### config.mk
export PLATFORM = sky130hd
export DESIGN_NAME = uabr_uart
export DESIGN_NICKNAME = d
export VERILOG_FILES = /design/src/rtl/uabr_uart.v
export VERILOG_INCLUDE_DIRS = /design/src /design/src/rtl
export SDC_FILE = /design/constraint.sdc
export NUM_CORES = 1
export LEC_CHECK = 0
export CORE_AREA = 4 4 242 244
export DETAILED_ROUTE_END_ITERATION = 6
export DIE_AREA = 0 0 246 248
export DONT_BUFFER_PORTS = 1
export GPL_TIMING_DRIVEN = 0
export PLACE_DENSITY = 0.61
export SYNTH_ARGS = -nofsm -noshare
export SYNTH_HDL_FRONTEND = slang
export SYNTH_HIERARCHICAL = 1
export SYNTH_SLANG_ARGS = --single-unit
### constraint.sdc
create_clock -name clk_in -period 12.1 [get_ports clk_in]
set_input_delay 0.605 -clock clk_in [delete_from_list [all_inputs] [get_ports clk_in]]
set_output_delay 0.605 -clock clk_in [all_outputs]
set_load 0.02 [all_outputs]
### src/rtl/uabr_defines.vh
// Notes on behaviour
// - Oversample each bit 16 times in normal mode, 8 in double speed.
// - Majority of three centre samples decides data bits and start bit.
// - Votes on samples 8,9,10 normally; 4,5,6 in double speed.
// - Only the first stop bit is checked; further stop bits are ignored.
// - A low voted stop bit flags a frame error for that frame.
// - Next start edge is accepted on the first sample after stop voting.
// - Mode 0x01 selects double speed: same bit time, 8 samples per bit.
// - Generic auto-baud: 12 consecutive low samples are a break; then await sync.
// - Clock counter runs eight bit times from sync start; gives divisor.
// - Generic auto-baud with wait-for-break accepts a break of any length.
// - Generic auto-baud updates divisor only for counts 0x0064..0xffff.
// - LIN auto-baud ignores wait-for-break; break needs 12 clocks low.
// - LIN auto-baud: sync other than 0x55 flags mismatch, keeps the rate.
// - Loop-back feeds the transmit pin into the receiver, drops receive pin.
// - Open drain only pulls low; transmit pin is an output only for low bits.
// - Single-wire mode receives the device's own transmitted frames.
// - RS-485 bit 0 drives the direction pin high while transmitting.
// - Direction rises one bit time before data, holds through the stop.
// - RS-485 bit 1 enables the transmit pin one clock before sending; with bit 0 also set, one bit time before.
// - RS-485 controls and single-wire loop-back may be used together.
// - Start bit accepted when two or three votes are low, else rejected.
// - Mode 0x00 is normal speed, 0x01 double speed.
// - Mode 0x03 is LIN-constrained auto-baud.
`ifndef UABR_DEFINES_VH
`define UABR_DEFINES_VH

// Receive mode encodings
`define UABR_MODE_NORMAL  2'h0
`define UABR_MODE_DOUBLE  2'h1
`define UABR_MODE_GENERIC_AUTOBAUD_MODE 2'h2
`define UABR_MODE_LIN_CONSTRAINED_AUTOBAUD_MODE 2'h3

// Samples per bit and first voting sample
`define UABR_S_NORMAL  5'h10
`define UABR_S_DOUBLE  5'h08
`define UABR_SF_NORMAL 5'h08
`define UABR_SF_DOUBLE 5'h04

// Divisor holds clocks per eight bits; sample period is a shift of it
`define UABR_SH_NORMAL 4'h7
`define UABR_SH_DOUBLE 4'h6
`define UABR_BAUD_RST  16'h0800

// Break and sync measurement
`define UABR_BRK_SAMPLES  5'h0c
`define UABR_BRK_LIN_CLKS 16'h000c
`define UABR_SYNC_FALLS   3'h5
`define UABR_BAUD_MIN     17'h00064
`define UABR_BAUD_MAX     17'h0ffff
`define UABR_MEAS_SAT     17'h1ffff

// Receive buffer shape
`define UABR_FIFO_WIDTH 9
`define UABR_FIFO_DEPTH 16
`define UABR_FIFO_AW    4

`endif

### src/rtl/uabr_uart.v
`timescale 1ns/1ps
`include "uabr_defines.vh"

// Receive buffer with a registered head word
module uabr_fifo #(
  parameter WIDTH = `UABR_FIFO_WIDTH,
  parameter DEPTH = `UABR_FIFO_DEPTH,
  parameter AW    = `UABR_FIFO_AW
) (
  // Clock and control
  input  wire             clk_in,
  input  wire             rst_in,
  input  wire             en_in,
  // Fill side
  input  wire             wr_valid_in,
  input  wire [WIDTH-1:0] wr_data_in,
  output wire             wr_ready_out,
  // Drain side
  output reg              rd_valid_out,
  output reg  [WIDTH-1:0] rd_data_out,
  input  wire             rd_ready_in
);
  reg [WIDTH-1:0] mem [0:DEPTH-1];
  reg [AW-1:0]    wr_ptr_q;
  reg [AW-1:0]    rd_ptr_q;
  reg [AW:0]      count_q;
  wire            do_wr;
  wire            do_rd;

  // Head register reloads when empty or when the drain takes it
  assign wr_ready_out = (count_q != DEPTH[AW:0]);
  assign do_wr = wr_valid_in & wr_ready_out;
  assign do_rd = (count_q != {(AW+1){1'b0}}) &
                 (~rd_valid_out | rd_ready_in);

  // Storage array has no reset; only written slots are ever read
  always @(posedge clk_in) begin
    if (en_in && do_wr) begin
      mem[wr_ptr_q] <= wr_data_in;
    end
  end

  // Pointers, fill count and head word
  always @(posedge clk_in) begin
    if (rst_in) begin
      wr_ptr_q     <= {AW{1'b0}};
      rd_ptr_q     <= {AW{1'b0}};
      count_q      <= {(AW+1){1'b0}};
      rd_valid_out <= 1'b0;
      rd_data_out  <= {WIDTH{1'b0}};
    end else if (en_in) begin
      if (do_wr) begin
        wr_ptr_q <= wr_ptr_q + {{(AW-1){1'b0}}, 1'b1};
      end
      if (do_rd) begin
        rd_ptr_q    <= rd_ptr_q + {{(AW-1){1'b0}}, 1'b1};
        rd_data_out <= mem[rd_ptr_q];
      end
      if (do_wr && !do_rd) begin
        count_q <= count_q + {{AW{1'b0}}, 1'b1};
      end else if (do_rd && !do_wr) begin
        count_q <= count_q - {{AW{1'b0}}, 1'b1};
      end
      if (do_rd) begin
        rd_valid_out <= 1'b1;
      end else if (rd_ready_in) begin
        rd_valid_out <= 1'b0;
      end
    end
  end
endmodule // uabr_fifo

// Asynchronous receiver with auto-baud, small transmitter, half duplex
module uabr_uart (
  // Clock, reset and enable
  input  wire       clk_in,
  input  wire       rst_in,
  input  wire       clk_en_in,
  // Configuration
  input  wire [1:0] receive_mode_select_in,
  input  wire       wait_break_enable_in,
  input  wire       loopback_wire_enable_in,
  input  wire       open_drain_enable_in,
  input  wire [1:0] rs485_mode_in,
  // Divisor load and readback
  input  wire        baud_wr_in,
  input  wire [15:0] baud_wdata_in,
  output reg  [15:0] baud_out,
  // Status
  input  wire       sync_mismatch_clr_in,
  output reg        sync_mismatch_flag_out,
  input  wire       overrun_clr_in,
  output reg        rx_overrun_out,
  // Received data stream
  output wire       rx_valid_out,
  output wire [7:0] rx_data_out,
  output wire       rx_frame_err_out,
  input  wire       rx_ready_in,
  // Transmit request
  input  wire       tx_start_in,
  input  wire [7:0] tx_data_in,
  output reg        tx_busy_out,
  // Pins
  input  wire       rxd_in,
  input  wire       txd_in,
  output reg        txd_out,
  output reg        txd_oe_out,
  output reg        driver_direction_out
);
  localparam R_IDLE = 3'h0;
  localparam R_START = 3'h1;
  localparam R_DATA = 3'h2;
  localparam R_STOP = 3'h3;
  localparam R_BRK_END = 3'h4;
  localparam R_SYNC_WAIT = 3'h5;
  localparam R_SYNC_MEAS = 3'h6;
  localparam R_SYNC_TAIL = 3'h7;
  localparam T_IDLE = 2'h0;
  localparam T_GUARD = 2'h1;
  localparam T_SEND = 2'h2;

  // Majority of three votes
  function maj3;
    input a;
    input b;
    input c;
    begin
      maj3 = (a & b) | (a & c) | (b & c);
    end
  endfunction

  // One sync interval should be a quarter of the total, within 12.5 percent below and 25 percent above
  function iv_ok;
    input [16:0] iv;
    input [16:0] total;
    reg   [18:0] four;
    reg   [18:0] tot;
    begin
      four  = {iv, 2'b00};
      tot   = {2'b00, total};
      iv_ok = (four + {4'h0, tot[18:4]} >= tot + {2'b00, tot[18:2]} -
               {2'b00, tot[18:2]} - {4'h0, tot[18:4]} - {4'h0, tot[18:4]}
               + {4'h0, tot[18:4]}) &&
              (four <= tot + {2'b00, tot[18:2]});
    end
  endfunction

  reg  [15:0] pre_q;
  reg  [2:0]  rst_q;
  reg  [4:0]  scnt_q;
  reg  [1:0]  vote_q;
  reg  [2:0]  bit_q;
  reg  [7:0]  shreg_q;
  reg         armed_q;
  reg         line_q;
  reg  [15:0] low_clk_q;
  reg  [4:0]  low_smp_q;
  reg  [16:0] meas_q;
  reg  [16:0] last_q;
  reg  [2:0]  falls_q;
  reg  [16:0] iv_q [0:2];
  reg         push_q;
  reg  [8:0]  push_data_q;
  reg  [1:0]  tst_q;
  reg  [4:0]  tcnt_q;
  reg  [3:0]  tbit_q;
  reg  [9:0]  tshift_q;
  wire        line;
  wire        dbl;
  wire        auto_md;
  wire        lin_md;
  wire [4:0]  s_per_bit;
  wire [4:0]  s_first;
  wire [15:0] period;
  wire        tick;
  wire [4:0]  scnt_n;
  wire        brk_hit;
  wire        fall;
  wire [16:0] iv_now;
  wire [3:0]  iv_good;
  wire        in_rng;
  wire        fifo_ready;
  wire        tx_active;
  wire        tx_lvl;

  // Receiver input: own transmit pin in single-wire mode
  assign line = loopback_wire_enable_in ? txd_in : rxd_in;

  // Mode decode
  assign dbl     = (receive_mode_select_in == `UABR_MODE_DOUBLE);
  assign lin_md  = (receive_mode_select_in == `UABR_MODE_LIN_CONSTRAINED_AUTOBAUD_MODE);
  assign auto_md = lin_md |
                   (receive_mode_select_in == `UABR_MODE_GENERIC_AUTOBAUD_MODE);
  assign s_per_bit = dbl ? `UABR_S_DOUBLE : `UABR_S_NORMAL;
  assign s_first   = dbl ? `UABR_SF_DOUBLE : `UABR_SF_NORMAL;
  assign period = (baud_out >> (dbl ? `UABR_SH_DOUBLE : `UABR_SH_NORMAL));
  assign tick   = (pre_q == 16'h0000);
  assign scnt_n = (scnt_q == s_per_bit) ? 5'h01 : scnt_q + 5'h01;
  assign fall   = line_q & ~line;

  // Break: LIN counts clocks, generic counts samples or any low with wait
  assign brk_hit = auto_md && !line && (rst_q <= R_STOP) &&
    (lin_md ? (low_clk_q >= `UABR_BRK_LIN_CLKS - 16'h0001)
            : (wait_break_enable_in ||
               (tick && low_smp_q >= `UABR_BRK_SAMPLES - 5'h01)));

  // Sync intervals between falling edges; a 0x55 gives four equal ones
  assign iv_now = meas_q - last_q;
  assign in_rng = (meas_q >= `UABR_BAUD_MIN) &&
                  (meas_q <= `UABR_BAUD_MAX);
  genvar gi;
  generate
    for (gi = 0; gi < 4; gi = gi + 1) begin : g_iv
      if (gi < 3) begin : g_old
        assign iv_good[gi] = iv_ok(iv_q[gi], meas_q);
      end else begin : g_new
        assign iv_good[gi] = iv_ok(iv_now, meas_q);
      end
    end
  endgenerate

  // Sample prescaler; a zero divisor still gives one clock per sample
  always @(posedge clk_in) begin
    if (rst_in) begin
      pre_q <= 16'h0000;
    end else if (clk_en_in) begin
      if (tick || rst_q == R_SYNC_MEAS) begin
        pre_q <= (period == 16'h0000) ? 16'h0000 : period - 16'h0001;
      end else begin
        pre_q <= pre_q - 16'h0001;
      end
    end
  end

  // Low run length for break detection
  always @(posedge clk_in) begin
    if (rst_in) begin
      line_q    <= 1'b1;
      low_clk_q <= 16'h0000;
      low_smp_q <= 5'h00;
    end else if (clk_en_in) begin
      line_q <= line;
      if (line) begin
        low_clk_q <= 16'h0000;
        low_smp_q <= 5'h00;
      end else begin
        if (low_clk_q != 16'hffff) begin
          low_clk_q <= low_clk_q + 16'h0001;
        end
        if (tick && low_smp_q != 5'h1f) begin
          low_smp_q <= low_smp_q + 5'h01;
        end
      end
    end
  end

  // Receive state machine, frame recovery and sync measurement
  always @(posedge clk_in) begin
    if (rst_in) begin
      rst_q       <= R_IDLE;
      scnt_q      <= 5'h00;
      vote_q      <= 2'h3;
      bit_q       <= 3'h0;
      shreg_q     <= 8'h00;
      armed_q     <= 1'b0;
      meas_q      <= 17'h00000;
      last_q      <= 17'h00000;
      falls_q     <= 3'h0;
      iv_q[0]     <= 17'h00000;
      iv_q[1]     <= 17'h00000;
      iv_q[2]     <= 17'h00000;
      push_q      <= 1'b0;
      push_data_q <= 9'h000;
      baud_out    <= `UABR_BAUD_RST;
      sync_mismatch_flag_out <= 1'b0;
      rx_overrun_out         <= 1'b0;
    end else if (clk_en_in) begin
      push_q <= 1'b0;
      // Sticky flags: a new event wins over a clear in the same cycle
      if (sync_mismatch_clr_in) begin
        sync_mismatch_flag_out <= 1'b0;
      end
      if (overrun_clr_in) begin
        rx_overrun_out <= 1'b0;
      end
      if (push_q && !fifo_ready) begin
        rx_overrun_out <= 1'b1;
      end
      if (baud_wr_in) begin
        baud_out <= baud_wdata_in;
      end
      if (brk_hit) begin
        rst_q <= R_BRK_END;
      end else begin
        case (rst_q)
          R_IDLE: begin
            if (tick) begin
              if (line) begin
                armed_q <= 1'b1;
              end else if (armed_q) begin
                armed_q <= 1'b0; // Sample 1 is the first low one
                scnt_q  <= 5'h01;
                rst_q   <= R_START;
              end
            end
          end
          R_START, R_DATA, R_STOP: begin
            if (tick) begin
              scnt_q <= scnt_n;
              if (scnt_n == s_first || scnt_n == s_first + 5'h01) begin
                vote_q <= {vote_q[0], line};
              end
              if (scnt_n == s_first + 5'h02) begin
                case (rst_q)
                  R_START: begin
                    // Two or more low votes accept the start bit
                    if (!maj3(vote_q[1], vote_q[0], line)) begin
                      bit_q <= 3'h0;
                      rst_q <= R_DATA;
                    end else begin
                      rst_q <= R_IDLE;
                    end
                  end
                  R_DATA: begin
                    shreg_q <= {maj3(vote_q[1], vote_q[0], line),
                                shreg_q[7:1]};
                    bit_q <= bit_q + 3'h1;
                    if (bit_q == 3'h7) begin
                      rst_q <= R_STOP;
                    end
                  end
                  default: begin
                    // Only the first stop bit counts; low means frame error
                    push_q      <= 1'b1;
                    push_data_q <= {~maj3(vote_q[1], vote_q[0], line),
                                    shreg_q};
                    // Hunt restarts on the very next sample
                    armed_q <= maj3(vote_q[1], vote_q[0], line);
                    rst_q   <= R_IDLE;
                  end
                endcase
              end
            end
          end
          R_BRK_END: begin
            if (line) begin
              rst_q <= R_SYNC_WAIT;
            end
          end
          R_SYNC_WAIT: begin
            if (fall) begin
              meas_q  <= 17'h00001; // Edge cycle is the first count
              last_q  <= 17'h00000;
              falls_q <= 3'h1;
              rst_q   <= R_SYNC_MEAS;
            end
          end
          R_SYNC_MEAS: begin
            if (meas_q == `UABR_MEAS_SAT) begin
              // Far too slow: give up, divisor stays as it was
              if (lin_md) begin
                sync_mismatch_flag_out <= 1'b1;
              end
              rst_q <= R_SYNC_TAIL;
            end else if (fall && falls_q == `UABR_SYNC_FALLS - 3'h1) begin
              // Fifth falling edge marks eight bit times
              if (lin_md && !(in_rng && (&iv_good))) begin
                sync_mismatch_flag_out <= 1'b1;
              end else if (in_rng) begin
                baud_out <= meas_q[15:0];
              end
              rst_q <= R_SYNC_TAIL;
            end else begin
              meas_q <= meas_q + 17'h00001;
              if (fall) begin
                iv_q[falls_q[1:0] - 2'h1] <= iv_now;
                last_q  <= meas_q;
                falls_q <= falls_q + 3'h1;
              end
            end
          end
          R_SYNC_TAIL: begin
            if (line) begin
              armed_q <= 1'b1;
              rst_q   <= R_IDLE;
            end
          end
          default: begin
            rst_q <= R_IDLE;
          end
        endcase
      end
    end
  end

  // Transmitter: guard time for the line driver, then ten bits
  assign tx_active = (tst_q != T_IDLE);
  assign tx_lvl    = (tst_q == T_SEND) ? tshift_q[0] : 1'b1;

  always @(posedge clk_in) begin
    if (rst_in) begin
      tst_q    <= T_IDLE;
      tcnt_q   <= 5'h00;
      tbit_q   <= 4'h0;
      tshift_q <= 10'h3ff;
    end else if (clk_en_in) begin
      case (tst_q)
        T_IDLE: begin
          if (tx_start_in) begin
            tshift_q <= {1'b1, tx_data_in, 1'b0};
            tbit_q   <= 4'h0;
            tcnt_q   <= 5'h00;
            // A bit of guard for direction, one clock for the pin enable
            tst_q <= (rs485_mode_in != 2'h0) ? T_GUARD : T_SEND;
          end
        end
        T_GUARD: begin
          if (!rs485_mode_in[0]) begin
            tst_q <= T_SEND;
          end else if (tick) begin
            tcnt_q <= tcnt_q + 5'h01;
            if (tcnt_q == s_per_bit - 5'h01) begin
              tcnt_q <= 5'h00;
              tst_q  <= T_SEND;
            end
          end
        end
        T_SEND: begin
          if (tick) begin
            tcnt_q <= tcnt_q + 5'h01;
            if (tcnt_q == s_per_bit - 5'h01) begin
              tcnt_q   <= 5'h00;
              tshift_q <= {1'b1, tshift_q[9:1]};
              tbit_q   <= tbit_q + 4'h1;
              if (tbit_q == 4'h9) begin
                tst_q <= T_IDLE;
              end
            end
          end
        end
        default: begin
          tst_q <= T_IDLE;
        end
      endcase
    end
  end

  // Pin outputs, registered together so their relative timing holds
  always @(posedge clk_in) begin
    if (rst_in) begin
      tx_busy_out          <= 1'b0;
      txd_out              <= 1'b1;
      txd_oe_out           <= 1'b0;
      driver_direction_out <= 1'b0;
    end else if (clk_en_in) begin
      tx_busy_out <= tx_active;
      // Open drain never drives high, only enables to pull low
      txd_out <= open_drain_enable_in ? 1'b0 : tx_lvl;
      if (open_drain_enable_in) begin
        txd_oe_out <= ~tx_lvl;
      end else if (rs485_mode_in[1]) begin
        txd_oe_out <= tx_active;
      end else begin
        txd_oe_out <= 1'b1;
      end
      driver_direction_out <= rs485_mode_in[0] & tx_active;
    end
  end

  // Received frames queue here; a full queue loses the frame
  uabr_fifo #(
    .WIDTH (`UABR_FIFO_WIDTH),
    .DEPTH (`UABR_FIFO_DEPTH),
    .AW    (`UABR_FIFO_AW)
  ) u_fifo (
    .clk_in       (clk_in),
    .rst_in       (rst_in),
    .en_in        (clk_en_in),
    .wr_valid_in  (push_q),
    .wr_data_in   (push_data_q),
    .wr_ready_out (fifo_ready),
    .rd_valid_out (rx_valid_out),
    .rd_data_out  ({rx_frame_err_out, rx_data_out}),
    .rd_ready_in  (rx_ready_in)
  );
endmodule // uabr_uart

### Yosys cells after proc, flatten, opt, wreduce, memory -nomap -nowiden

Memories as Yosys holds them, arrays and structs flattened. A register that Yosys moved wholly into a read port is not among the register bits.
Cells that the tools add are included.

| word-level totals | value |
|---|---|
| output and inout port bits | 32 |
| memory bits (writable) | 195 |
| input port bits | 41 |
| flip-flop bits (word level) | 164 |
| memories kept | 2 |

Memories:

| memory | words | width | read ports | clocked after Yosys merged registers in | write ports | line | source |
|---|---|---|---|---|---|---|---|
| u_fifo.mem | 16 | 9 | 1 | 1 | 1 | uabr_uart.v:23 | `reg [WIDTH-1:0] mem [0:DEPTH-1];` |
| iv_q | 3 | 17 | 3 | 0 | 3 | uabr_uart.v:161 | `reg [16:0] iv_q [0:2];` |

| operators by class | value |
|---|---|
| reductions and logical operators | 66 |
| eq/ne operators | 53 |
| shift-type cells | 1 |
| add/sub/neg operators | 28 |
| order comparisons | 13 |
| bitwise operators | 17 |
| mux-type cells | 121 |

Operators with widths:

| kind | number |
|---|---|
| 16-bit 2-to-1 mux | 11 |
| 17-bit 2-to-1 mux | 8 |
| 19-bit by 13-bit adder with 19-bit output | 5 |
| 19-bit greater-or-equal comparator | 4 |
| 5-bit 2-to-1 mux | 14 |
| 17-bit case mux with 2 select lines | 2 |
| 19-bit less-or-equal comparator | 3 |
| 3-bit 2-to-1 mux | 17 |
| 1-bit 2-to-1 mux | 42 |
| 19-bit by 13-bit subtractor with 19-bit output | 2 |
| 16-bit logical NOT | 2 |
| 16-bit by 1-bit subtractor with 16-bit output, second input constant | 2 |
| 10-bit 2-to-1 mux | 3 |
| 2-bit inequality test, second input constant | 15 |
| 3-bit inequality test, second input constant | 10 |
| 7-bit AND reduction | 4 |
| 2-bit nonzero test | 11 |
| 5-bit by 1-bit adder with 5-bit output, second input constant | 4 |
| 5-bit equality test | 4 |
| 2-bit 2-to-1 mux | 10 |
| 10-bit case mux with 2 select lines | 1 |
| 19-bit by 18-bit less-or-equal comparator with 1-bit output | 1 |
| 19-bit by 15-bit subtractor with 19-bit output | 1 |
| 17-bit by 15-bit adder with 18-bit output | 1 |
| 55 further kinds | 122 |

### Logic depth before layout (Yosys ltp)

Gate-level depths: netlist of run 1.

| logic depth | value |
|---|---|
| depth after elaboration | 16 |
| depth in mapped cells | 34 |
| gate-level depth less buffers | 32 |

### Modules after synthesis

The synthesis of run 1 kept the hierarchy.

Modules (own cells, without submodules):

| module | area each (µm²) | times used | sequential area each (µm²) | cells an instance |
|---|---|---|---|---|
| uabr_uart | 18481.5 | 1 | 4514.3 | 2271 |
| uabr_fifo | 6761.5 | 1 | 4784.6 | 408 |

### Least setup slack after synthesis of run 1

No wires, ideal clock.

| timing path | value |
|---|---|
| kind | register to register |
| start point | register meas_q[7] |
| end point | register baud_out[9] |
| path slack | 5189 ps |
| setup time | 143 ps |
| data arrival time | 6768 ps |
| buffers on the path | 3 |
| stages on the path, launching flop included | 34 |
| required time | 11957 ps |
| cells stage by stage | dfxtp_1 > clkbuf_1 > inv_1 > ha_1 > clkbuf_1 > o21a_1 > o22ai_2 > o211ai_1 > a21oi_1 > o21bai_1 > xnor2_1 > inv_1 > fa_1 > ha_1 > o21ai_0 > a32oi_1 > o31ai_1 > a21oi_1 > a21o_1 > a21oi_1 > xor2_1 > ha_1 > nand2_1 > nor2_1 > o2111ai_1 > a211oi_1 > a211oi_1 > a21oi_1 > o211ai_1 > a211o_1 > o41ai_4 > buf_6 > a41o_1 > a211oi_2 |

| between the ends | value |
|---|---|
| word-level cells in the longest chain between the ends | 16 |
| elaborated cells between the ends (all ways) | 36 |

RTL lines:

| element | line | source |
|---|---|---|
| start, declared | uabr_uart.v:158 | `reg [16:0] meas_q;` |
| start signal, assigned | uabr_uart.v:374 | `meas_q <= meas_q + 17'h00001;` |
| 17-bit by 15-bit adder with 18-bit output | uabr_uart.v:141, uabr_uart.v:144 |  |
| 19-bit by 15-bit subtractor with 19-bit output | uabr_uart.v:141 | `iv_ok = (four + {4'h0, tot[18:4]} >= tot + {2'b00, tot[18:2]} -` |
| 19-bit by 13-bit subtractor with 19-bit output (2 in a row) | uabr_uart.v:142 | `{2'b00, tot[18:2]} - {4'h0, tot[18:4]} - {4'h0, tot[18:4]}` |
| 19-bit by 13-bit adder with 19-bit output | uabr_uart.v:143 | `+ {4'h0, tot[18:4]}) &&` |
| 19-bit greater-or-equal comparator | uabr_uart.v:141 |  |
| 1-bit logical AND | uabr_uart.v:143 |  |
| 4-bit AND reduction | uabr_uart.v:367 | `if (lin_md && !(in_rng && (&iv_good))) begin` |
| 1-bit logical AND | uabr_uart.v:367 |  |
| 1-bit logical NOT | uabr_uart.v:367 |  |
| 1-bit logical AND | uabr_uart.v:367 |  |
| 16-bit 2-to-1 mux | uabr_uart.v:367 |  |
| 16-bit 2-to-1 mux | uabr_uart.v:365 | `` end else if (fall && falls_q == `UABR_SYNC_FALLS - 3'h1) begin `` |
| 16-bit 2-to-1 mux (*) | uabr_uart.v:359 | `` if (meas_q == `UABR_MEAS_SAT) begin `` |
| 16-bit 2-to-1 mux (*) | uabr_uart.v:295 | `case (rst_q)` |
| 16-bit 2-to-1 mux (*) | uabr_uart.v:292 | `if (brk_hit) begin` |
| end signal, assigned | uabr_uart.v:274 | `` baud_out <= `UABR_BAUD_RST; `` |
| end signal, assigned | uabr_uart.v:290 | `baud_out <= baud_wdata_in;` |
| end signal, assigned | uabr_uart.v:370 | `baud_out <= meas_q[15:0];` |
| end, declared | uabr_uart.v:88 | `output reg [15:0] baud_out,` |

Every way passes the cells marked *; elsewhere a longest branch is shown, timed or not.
A chain may end at the register's enable or synchronous reset.

### Worst setup path in the final report of run 1

| timing path | value |
|---|---|
| start point | register meas_q[7] |
| end point | register baud_out[10] |

Same word-level chain as after synthesis.

==> results of run 1 <==
## cells by family (layout without fill, tap and decap cells)
kind of cell	count (synthesis)	in the layout
simple gates	855	855
buf+inv	240	313
flops	367	367
compound gates	683	683
xor+xnor	155	155
mux	84	84
fa+ha+maj	295	295
## metal layers
layer,vias up,part of all wire (%),global-route usage (%)
li1,9941,-,-
met1,10100,46,32.12
met2,657,46,38.15
met3,123,5.8,3.284
met4,0,2.9,6.825
met5,-,0,0
## cells in the mapped netlist, drive strengths merged (26+ instances only)
master,count
a211oi,64
a21o,59
a21oi,193
buf,30
clkbuf,69
dfxtp,172
edfxtp,195
ha,270
inv,138
mux2i,64
nand2,186
nand2b,43
nand3,59
nand4,34
nor2,323
nor2b,26
nor3,61
o21a,26
o21ai,108
o22ai,43
xnor2,95
xor2,60
## final cells by class
class / instances / area (um^2)
Sequential cell: 367 / 9299
Multi-Input combinational cell: 2072 / 14990
Buffer: 99 / 447.9
Clock buffer: 60 / 1231
Fill cell: 5266 / 28690
Inverter: 141 / 529.3
Clock inverter: 13 / 147.6
Tap cell: 756 / 945.9
## path summary, 6_finish.rpt
path	to	depth (start not counted)	from
worst max-delay path	baud_out[10]	33	meas_q[7]
worst min-delay path	txd_out	1	open_drain_enable_in
worst max register to register	baud_out[10]	33	meas_q[7]
worst min register to register	bit_q[1]	2	bit_q[1]
## worst register-to-register path, delay by kind of cell (launching register included)
kind	cells	cell delay, ns
and+or+nand+nor	5	0.48
adders and majority gates	4	1.63
buffers and inverters	5	1.26
DFF	1	0.98
xor gates and xnor gates	2	1.42
AOI/OAI and AO/OA	17	4.15
## flip-flops by register name (all words and copies together), names as in the netlist, 5 cells and up
name and flops:
baud_out 16, push_data_q 9, u_fifo/count_q 5, last_q 17, meas_q 17, u_fifo/rd_data_out 9
tcnt_q 5, iv_q 51, scnt_q 5, pre_q 16, low_smp_q 5, u_fifo/mem 144
tshift_q 9, low_clk_q 16, shreg_q 8
## power groups by stage
stage | Clock (mW) | Sequential (mW) | Combinational [mW]
after floorplan | 0 | 1.43 | 0.348
after global placement | 0 | 1.44 | 0.435
after detailed placement | 0 | 1.44 | 0.446
after CTS | 1.30 | 1.41 | 0.449
after global routing | 1.34 | 1.42 | 0.503
final | 1.27 | 1.41 | 0.451
## through the flow
step / hold WS (ns) / utilization, %
2_1_floorplan: 0.4269 / -
3_3_place_gp: 0.4436 / 46.54
3_5_place_dp: 0.4522 / 46.57
4_1_cts: 0.1155 / 49.02
5_1_grt: 0.1339 / 49.02
6_report: 0.1380 / 49.02
==> impl_metrics.toml, run 1 <==
[setup_path]
rrSetupSlack_ns = 2.10
critPathMaxStageDelay_ns = 0.98
critPathKind = "flip-flop to flip-flop"
cp.required_ns = 12.59
slowest_stage = "dfxtp_1"
path_delay_family = "compound AO/OA/AOI/OAI gates"
crit_arrival_ns = 10.49
critPathCaptureType = "flip-flop"
path_buf_inv = 5
start_kind = "flip-flop"
crit_fanout = 12

[synthesis]
synth.mux.area_fraction_pct = 4.233
synthXorXnorAreaFrac_pct = 5.378
synthAdderAreaFrac_pct = 15.29
syn_nets = 3013
synth.avg_cell_area_um2 = 9.423
synth_top_family_by_area = "compound AO/OA/AOI/OAI gates"
synth_top_area_share_pct = 23.20
synth-simple-area-share_pct = 16.02
yosysSeqAreaShare_pct = 36.84
async_reset_ff_share_pct = 0
synth_warnings = 6
ys_types = 96
postSynthCellCount = 2679
synth_compound_area_share_pct = 18.37
synth_edf_count = 195
synth_area_leaders = "edfxtp_1 23%, dfxtp_1 14%, ha_1 13%"
synth-seq-cells = 367
ys.flop_type = "edfxtp_1"
synth_largest_area_cell = "edfxtp_1"
synth_area_um2 = 25240

[global_route]
first_global_vias = 20150
antenna_found_initial = 0
overflow = 0
grt_max_degree = 18
grt_usage_pct = 23.23
grt_pass1_wl_um = 112200

[floorplanning]
core_um2 = 56280
floorplan.rows = 87
die_h_um = 248
boundaryPins = 73
dieWidth_um = 246
start_util_pct = 44.85
dieArea_um2 = 61010

[pwr]
power.leakage_nw = 10.93
pwr-share-clk_pct = 40.5
peakVddDrop_mv = 0.1236
switching_share_pct = 27.68
pwr-share-comb_pct = 14.4
p_per_area_nw_per_um2 = 113.7
p_seq_share_pct = 45.1
p_int_mw = 2.267
totalPowerFinal_mw = 3.135
switching_power_mw = 0.8680

[sta]
slew_headroom_pct = 16.37
drv_slew = 0
rsz0062_at_grt = "no"
tightest_slew_ns = 1.238
layout_setup_ws_ns = 2.098
hold_viol_final = 0
fmax_mhz = 99.98
skew_ns = 0.02057
finalSetupViolCount = 0
fin_crit_sh_pct = 82.66
final.setup.tns_ns = 0
min_period_ns = 10.00

[layout]
num_antenna_cells = 0
final_common_cell = "nor2_1"
layout.nets = 3056
mostFrequentLayoutCells = "322 x nor2_1, 270 x ha_1, 195 x edfxtp_1, 191 x a21oi_1, 185 x nand2_1"
final_area_um2 = 27590
drive_above_1_share_pct = 5.996
final-instance-count-excl-fill = 3508
syn2layout_area_growth_pct = 9.289

[placement]
place_congestion = 0.9735
io_buffers = 0
dp_slack_ns = 2.400
dp.cells = 3435
dp_hpwl_um = 56130
post_dp_cell_area_um2 = 26210

[drt]
vias = 20820
routed_via_density = 5.935
drt_iter0_drc = 1600
drt_first_pass_iters = 6
drc = 0
wl_per_cell_um = 20.80
routed_wl_um = 72980
antenna_left = 0

[clocking]
htreeDepth = 2
clock-sinks = 367
cts_made_buffers = 41
clock-root-buffer = "clkbuf_16"
clk_transition_reported_paths_ns = 0.06
hold_buffers = 0
cts.path.max_buffers = 3
cts_tree = "yes"
cts_setup_buffers = 0
cts_resized = 0
worstSkewPairLatency_ns = 0.58

[min_path]
hold_class = "input port to flip-flop"

[job]
drv_cap = 0

[run_status]
status = "finished clean"
Power figures use the tool's default switching activity.
==> run 2: changes to the inputs <==
--- a/config.mk
+++ b/config.mk
@@ -6,9 +6,10 @@
 export SDC_FILE = /design/constraint.sdc
 export NUM_CORES = 1
 export LEC_CHECK = 0
-export CORE_AREA = 4 4 242 244
+export ABC_AREA = 1
+export CORE_AREA = 4 4 249 251
 export DETAILED_ROUTE_END_ITERATION = 6
-export DIE_AREA = 0 0 246 248
+export DIE_AREA = 0 0 253 255
 export DONT_BUFFER_PORTS = 1
 export GPL_TIMING_DRIVEN = 0
 export PLACE_DENSITY = 0.61
==> constraint.sdc (replaced) <==
create_clock -name clk_in -period 10.4 [get_ports clk_in]
set_input_delay 0.52 -clock clk_in [delete_from_list [all_inputs] [get_ports clk_in]]
set_output_delay 0.52 -clock clk_in [all_outputs]
set_load 0.02 [all_outputs]
==> impl_metrics.toml, run 2 <==
[run_status]
status = "finished clean"

[drt]
dr_wl_met3_um = 4201
drt_first_pass_iters = 5
routed_via_density = 5.312
drc = 0
wl_per_cell_um = 17.68
drt_iter0_drc = 1444
vias = 22940
dr.max_layer_used = "met4"
antenna_left = 0
met2_wirelength_um = 35160
routed_wl_um = 76330
wl_met1_um = 34730

[job]
drv_cap = 0

[sta]
fmax_mhz = 125.5
tightest_slew_ns = 1.277
finalSetupViolCount = 0
fin_crit_sh_pct = 76.59
skew_ns = 0.02322
rsz0062_at_grt = "no"
hold_viol_final = 0
slew_headroom_pct = 14.22
min_period_ns = 7.966
final.setup.tns_ns = 0
drv_slew = 0
holdWs_ns = 0.09084

[synthesis]
synth_edf_count = 195
synth_top_area_share_pct = 21.91
async_reset_ff_share_pct = 0
synth_largest_area_cell = "edfxtp_1"
synth.avg_cell_area_um2 = 7.707
yosysSeqAreaShare_pct = 34.80
ys.flop_type = "edfxtp_1"
synth_common_cells = "793 x nand2_1, 463 x inv_1, 282 x nor2_1"
synth_top_family_by_area = "simple AND/OR/NAND/NOR gates"
synth_area_um2 = 26720
ys_types = 70
synthAdderAreaFrac_pct = 14.37
synth.mux.area_fraction_pct = 0.2997
syn_nets = 3801
postSynthCellCount = 3467
synth_warnings = 6
synth-seq-cells = 367
synth_most_common_cell = "nand2_1"
synthXorXnorAreaFrac_pct = 4.355
synth-simple-area-share_pct = 25.58
synth_area_leaders = "edfxtp_1 22%, dfxtp_1 13%, ha_1 13%"
synth_compound_area_share_pct = 11.51

[floorplanning]
start_util_pct = 44.61
dieWidth_um = 253
core_um2 = 59910
dieArea_um2 = 64520
floorplan.rows = 90
boundaryPins = 73
die_h_um = 255

[global_route]
grt_max_degree = 19
overflow = 0
first_global_vias = 21620
grt_usage_pct = 23.18
antenna_found_initial = 0
grt_pass1_wl_um = 117400

[layout]
top_regs = "u_fifo/mem (144), iv_q (51)"
drive_above_1_share_pct = 6.533
final_common_cell = "nand2_1"
mostFrequentLayoutCells = "793 x nand2_1, 463 x inv_1, 282 x nor2_1, 270 x ha_1, 258 x nand3_1"
fillers = 6047
layout.nets = 3843
regMostFlops = "u_fifo/mem"
num_antenna_cells = 0
largest_register_ffs = 144
syn2layout_area_growth_pct = 8.705

[setup_path]
crit_top_cell = "nand2_1"
critPathMaxStageDelay_ns = 0.99
critPathKind = "flip-flop to flip-flop"
path_buf_inv = 7
slowest_stage = "dfxtp_1"
critPathCaptureType = "flip-flop"
cp.required_ns = 10.90
crit_arrival_ns = 8.47
path_delay_family = "simple AND/OR/NAND/NOR gates"
crit_fanout = 18
start_kind = "flip-flop"

[clocking]
htreeDepth = 2
cts_made_buffers = 39
clock-sinks = 367
worstSkewPairLatency_ns = 0.58
cts_tree = "yes"
cts.path.max_buffers = 3
clock-root-buffer = "clkbuf_16"
cts_resized = 0
clk_transition_reported_paths_ns = 0.06

[placement]
place_congestion = 0.9246
dp_hpwl_um = 59830
io_buffers = 0

[pwr]
totalPowerFinal_mw = 3.902
p_per_area_nw_per_um2 = 134.3
peakVddDrop_mv = 0.1135
power.leakage_nw = 13.35

[min_path]
hold_class = "input port to flip-flop"
-- run 2: metal layers --
layer | global-route usage, % | up-vias
met5 | 0 | -
met4 | 6.824 | 0
met3 | 3.028 | 111
met2 | 39.17 | 592
met1 | 31.33 | 10660
li1 | - | 11580
-- run 2: kinds of logic after synthesis --
group | after synthesis
fa+ha+maj | 293
flops | 367
buf+inv | 571
xor+xnor | 132
mux | 8
simple gates | 1559
compound gates | 537
-- run 2: layout make-up --
cell class | count | area (um^2) | area share, %
clock buffers | 53 | 1110 | 3.821
multi-input cells | 2529 | 14990 | 51.62
flip-flops and latches | 367 | 9299 | 32.01
inverters | 484 | 1819 | 6.263
clock inverters | 15 | 227.7 | 0.7839
well taps | 782 | 978.4 | 3.368
plain buffers | 87 | 609.3 | 2.098
repair buffers | 1 | 10.01 | 0.03446
-- run 2: where the power goes --
| part | total [mW] | internal (mW) | switching, mW |
|---|---|---|---|
| Combinational | 0.776 | 0.272 | 0.504 |
| Clock | 1.46 | 0.856 | 0.607 |
| Sequential | 1.66 | 1.58 | 0.0836 |
-- run 2: timing repair --
action / in CTS / in global routing
endpoints found under the hold margin: 5 / 0
hold buffers: 1 / 0
buffers inserted: 0 / 0
-- run 2: final timing paths --
check	from	endpoint	slack, ns	cells after the start
max	meas_q[7]	baud_out[14]	2.43	38
min	tx_data_in[7]	tshift_q[8]	0.09	2
max reg2reg	meas_q[7]	baud_out[14]	2.43	38
min reg2reg	last_q[15]	last_q[15]	0.46	2
-- run 2: metrics by stage --
stage          instance area [um^2]  util [%]  instances  worst slack (ns)
2_1_floorplan                 26720         -       3467             4.694
4_1_cts                       29050     48.49       4318             2.472
3_3_place_gp                  27700     46.24       4249             2.465
5_1_grt                       29050     48.49       4318             1.841
3_5_place_dp                  27700     46.24       4249             2.477
6_report                      29050     48.49       4318             2.434
==> run 3: changes to the inputs <==
--- a/config.mk
+++ b/config.mk
@@ -6,10 +6,10 @@
 export SDC_FILE = /design/constraint.sdc
 export NUM_CORES = 1
 export LEC_CHECK = 0
-export ABC_AREA = 1
-export CORE_AREA = 4 4 249 251
+export ABC_AREA = 0
+export CORE_AREA = 4 4 242 244
 export DETAILED_ROUTE_END_ITERATION = 6
-export DIE_AREA = 0 0 253 255
+export DIE_AREA = 0 0 246 248
 export DONT_BUFFER_PORTS = 1
 export GPL_TIMING_DRIVEN = 0
 export PLACE_DENSITY = 0.61
==> constraint.sdc (replaced) <==
create_clock -name clk_in -period 7.5 [get_ports clk_in]
set_input_delay 0.375 -clock clk_in [delete_from_list [all_inputs] [get_ports clk_in]]
set_output_delay 0.375 -clock clk_in [all_outputs]
set_load 0.02 [all_outputs]
==> impl_metrics.toml, run 3 (synthesis gave the netlist of run 1 again) <==
[setup_path]
slowest_stage = "dfxtp_2"
critPathMaxStageDelay_ns = 0.49
crit_fanout = 10
rrSetupSlack_ns = 0.31
r2r-start = "meas_q[3]"
cp-endpoint = "baud_out[5]"
ff2ff_path_depth = 32
crit_arrival_ns = 7.67
start_kind = "flip-flop"
cp.required_ns = 7.97
timing.rr.end = "baud_out[5]"
critPathCaptureType = "flip-flop"
critPathKind = "flip-flop to flip-flop"
crit_top_cell = "a211oi_2"
cp-startpoint = "meas_q[3]"

[layout]
final_common_cell = "nor2_1"
mostFrequentLayoutCells = "318 x nor2_1, 263 x ha_1, 195 x edfxtp_1, 184 x nand2_1, 184 x a21oi_1"
fillers = 5178
largest_register_ffs = 144
top_regs = "u_fifo/mem (144), iv_q (51)"
final_area_um2 = 28630
num_antenna_cells = 0
drive_above_1_share_pct = 10.78
layout.nets = 3123
syn2layout_area_growth_pct = 13.43
regMostFlops = "u_fifo/mem"

[drt]
antenna_left = 0
routed_wl_um = 74040
routed_via_density = 5.921
drc = 0
drt_first_pass_iters = 7
wl_per_cell_um = 20.71
drt_iter0_drc = 1646
vias = 21170

[global_route]
overflow = 0
grt_pass1_wl_um = 113200
antenna_found_initial = 0
busiest_layer = "met2"
grt_max_degree = 18
first_global_vias = 20370
gr-usage-met3_pct = 3.198
grt_use_met2_pct = 38.45
met1_usage_pct = 32.37
grt_usage_pct = 23.44

[job]
drv_cap = 0

[floorplanning]
dieWidth_um = 246
start_util_pct = 44.85
floorplan.rows = 87
die_h_um = 248
core_um2 = 56280
dieArea_um2 = 61010
boundaryPins = 73

[placement]
place_congestion = 0.9735
io_buffers = 0
dp_hpwl_um = 56130
post_dp_cell_area_um2 = 26210

[sta]
finalSetupViolCount = 0
skew_ns = 0.02037
tightest_slew_ns = 1.210
hold_viol_final = 0
min_period_ns = 7.193
fmax_mhz = 139.0
slew_headroom_pct = 18.27
drv_slew = 0
fin_crit_sh_pct = 95.91

[clocking]
clock-root-buffer = "clkbuf_16"
cts.path.max_buffers = 3
htreeDepth = 2
clock-sinks = 367
cts_made_buffers = 41
cts_tree = "yes"
clk_transition_reported_paths_ns = 0.06
worstSkewPairLatency_ns = 0.58

[pwr]
totalPowerFinal_mw = 5.058
p_per_area_nw_per_um2 = 176.6
peakVddDrop_mv = 0.2010
power.leakage_nw = 11.35

[run_status]
status = "finished clean"

[min_path]
hold_class = "input port to flip-flop"
-- run 3: stage by stage --
step	worst slack (ns)	hold WS (ns)	cells	setup TNS (ns)	util, %
floorplan	0.5887	0.4269	2679	0	-
global placement	-1.963	0.4436	3435	-32.04	46.54
detailed placement	-2.200	0.4522	3435	-35.90	46.57
CTS	0.003201	0.005798	3536	0	49.90
global route	-0.07974	0.03453	3575	-0.7807	50.88
finish	0.3068	0.03865	3575	0	50.88
-- run 3: repair_timing --
action,CTS,global route
gates resized for setup,68,46
hold endpoints to repair,6,0
setup buffers,21,39
pin swaps,9,19
endpoints found under the setup margin,17,17
gates cloned,0,1
hold buffers,8,0
-- run 3: worst max-delay path: cells and delay by family (launching register included) --
| kind | cells | cell delay [ns] |
|---|---|---|
| flip-flops | 1 | 0.49 |
| adder cells (fa/ha/maj) | 4 | 1.46 |
| AO/OA/AOI/OAI | 15 | 2.96 |
| AND/OR/NAND/NOR | 5 | 0.81 |
| buffers and inverters | 6 | 1.10 |
| XOR/XNOR | 2 | 0.26 |
-- run 3: worst min-delay path by stage --
stage | start | endpoint | depth (start not counted)
final | sync_mismatch_clr_in | sync_mismatch_flag_out | 3
after global routing | rs485_mode_in[1] | txd_oe_out | 2
after CTS | sync_mismatch_clr_in | sync_mismatch_flag_out | 3
after detailed placement | tshift_q[6] | tshift_q[6] | 1
after global placement | bit_q[1] | bit_q[1] | 2
after floorplan | tshift_q[1] | tshift_q[1] | 1
-- run 3: where the power goes --
part           switching, mW  leakage [nW]  internal (mW)  total (mW)
sequential             0.104          3.61           2.17        2.28
combinational          0.435          7.07          0.297       0.733
clock                  0.862         0.667           1.19        2.05
-- run 3: cell type report --
cell class	count	area, um^2	area share (%)
timing repair buffer	69	559.3	1.953
buffer	97	454.2	1.586
sequential	367	9351	32.66
multi-input combinational	2072	15380	53.72
clock buffer	60	1231	4.300
clock inverter	13	147.6	0.5156
inverter	141	561.8	1.962
tap	756	945.9	3.303
-- run 3: layer usage --
layer	part of all wire [%]	up-vias	wire length, um
li1	-	10080	-
met1	45	10340	33430
met2	46	620	34210
met3	5.9	127	4357
met4	2.7	0	2036
met5	0	-	0
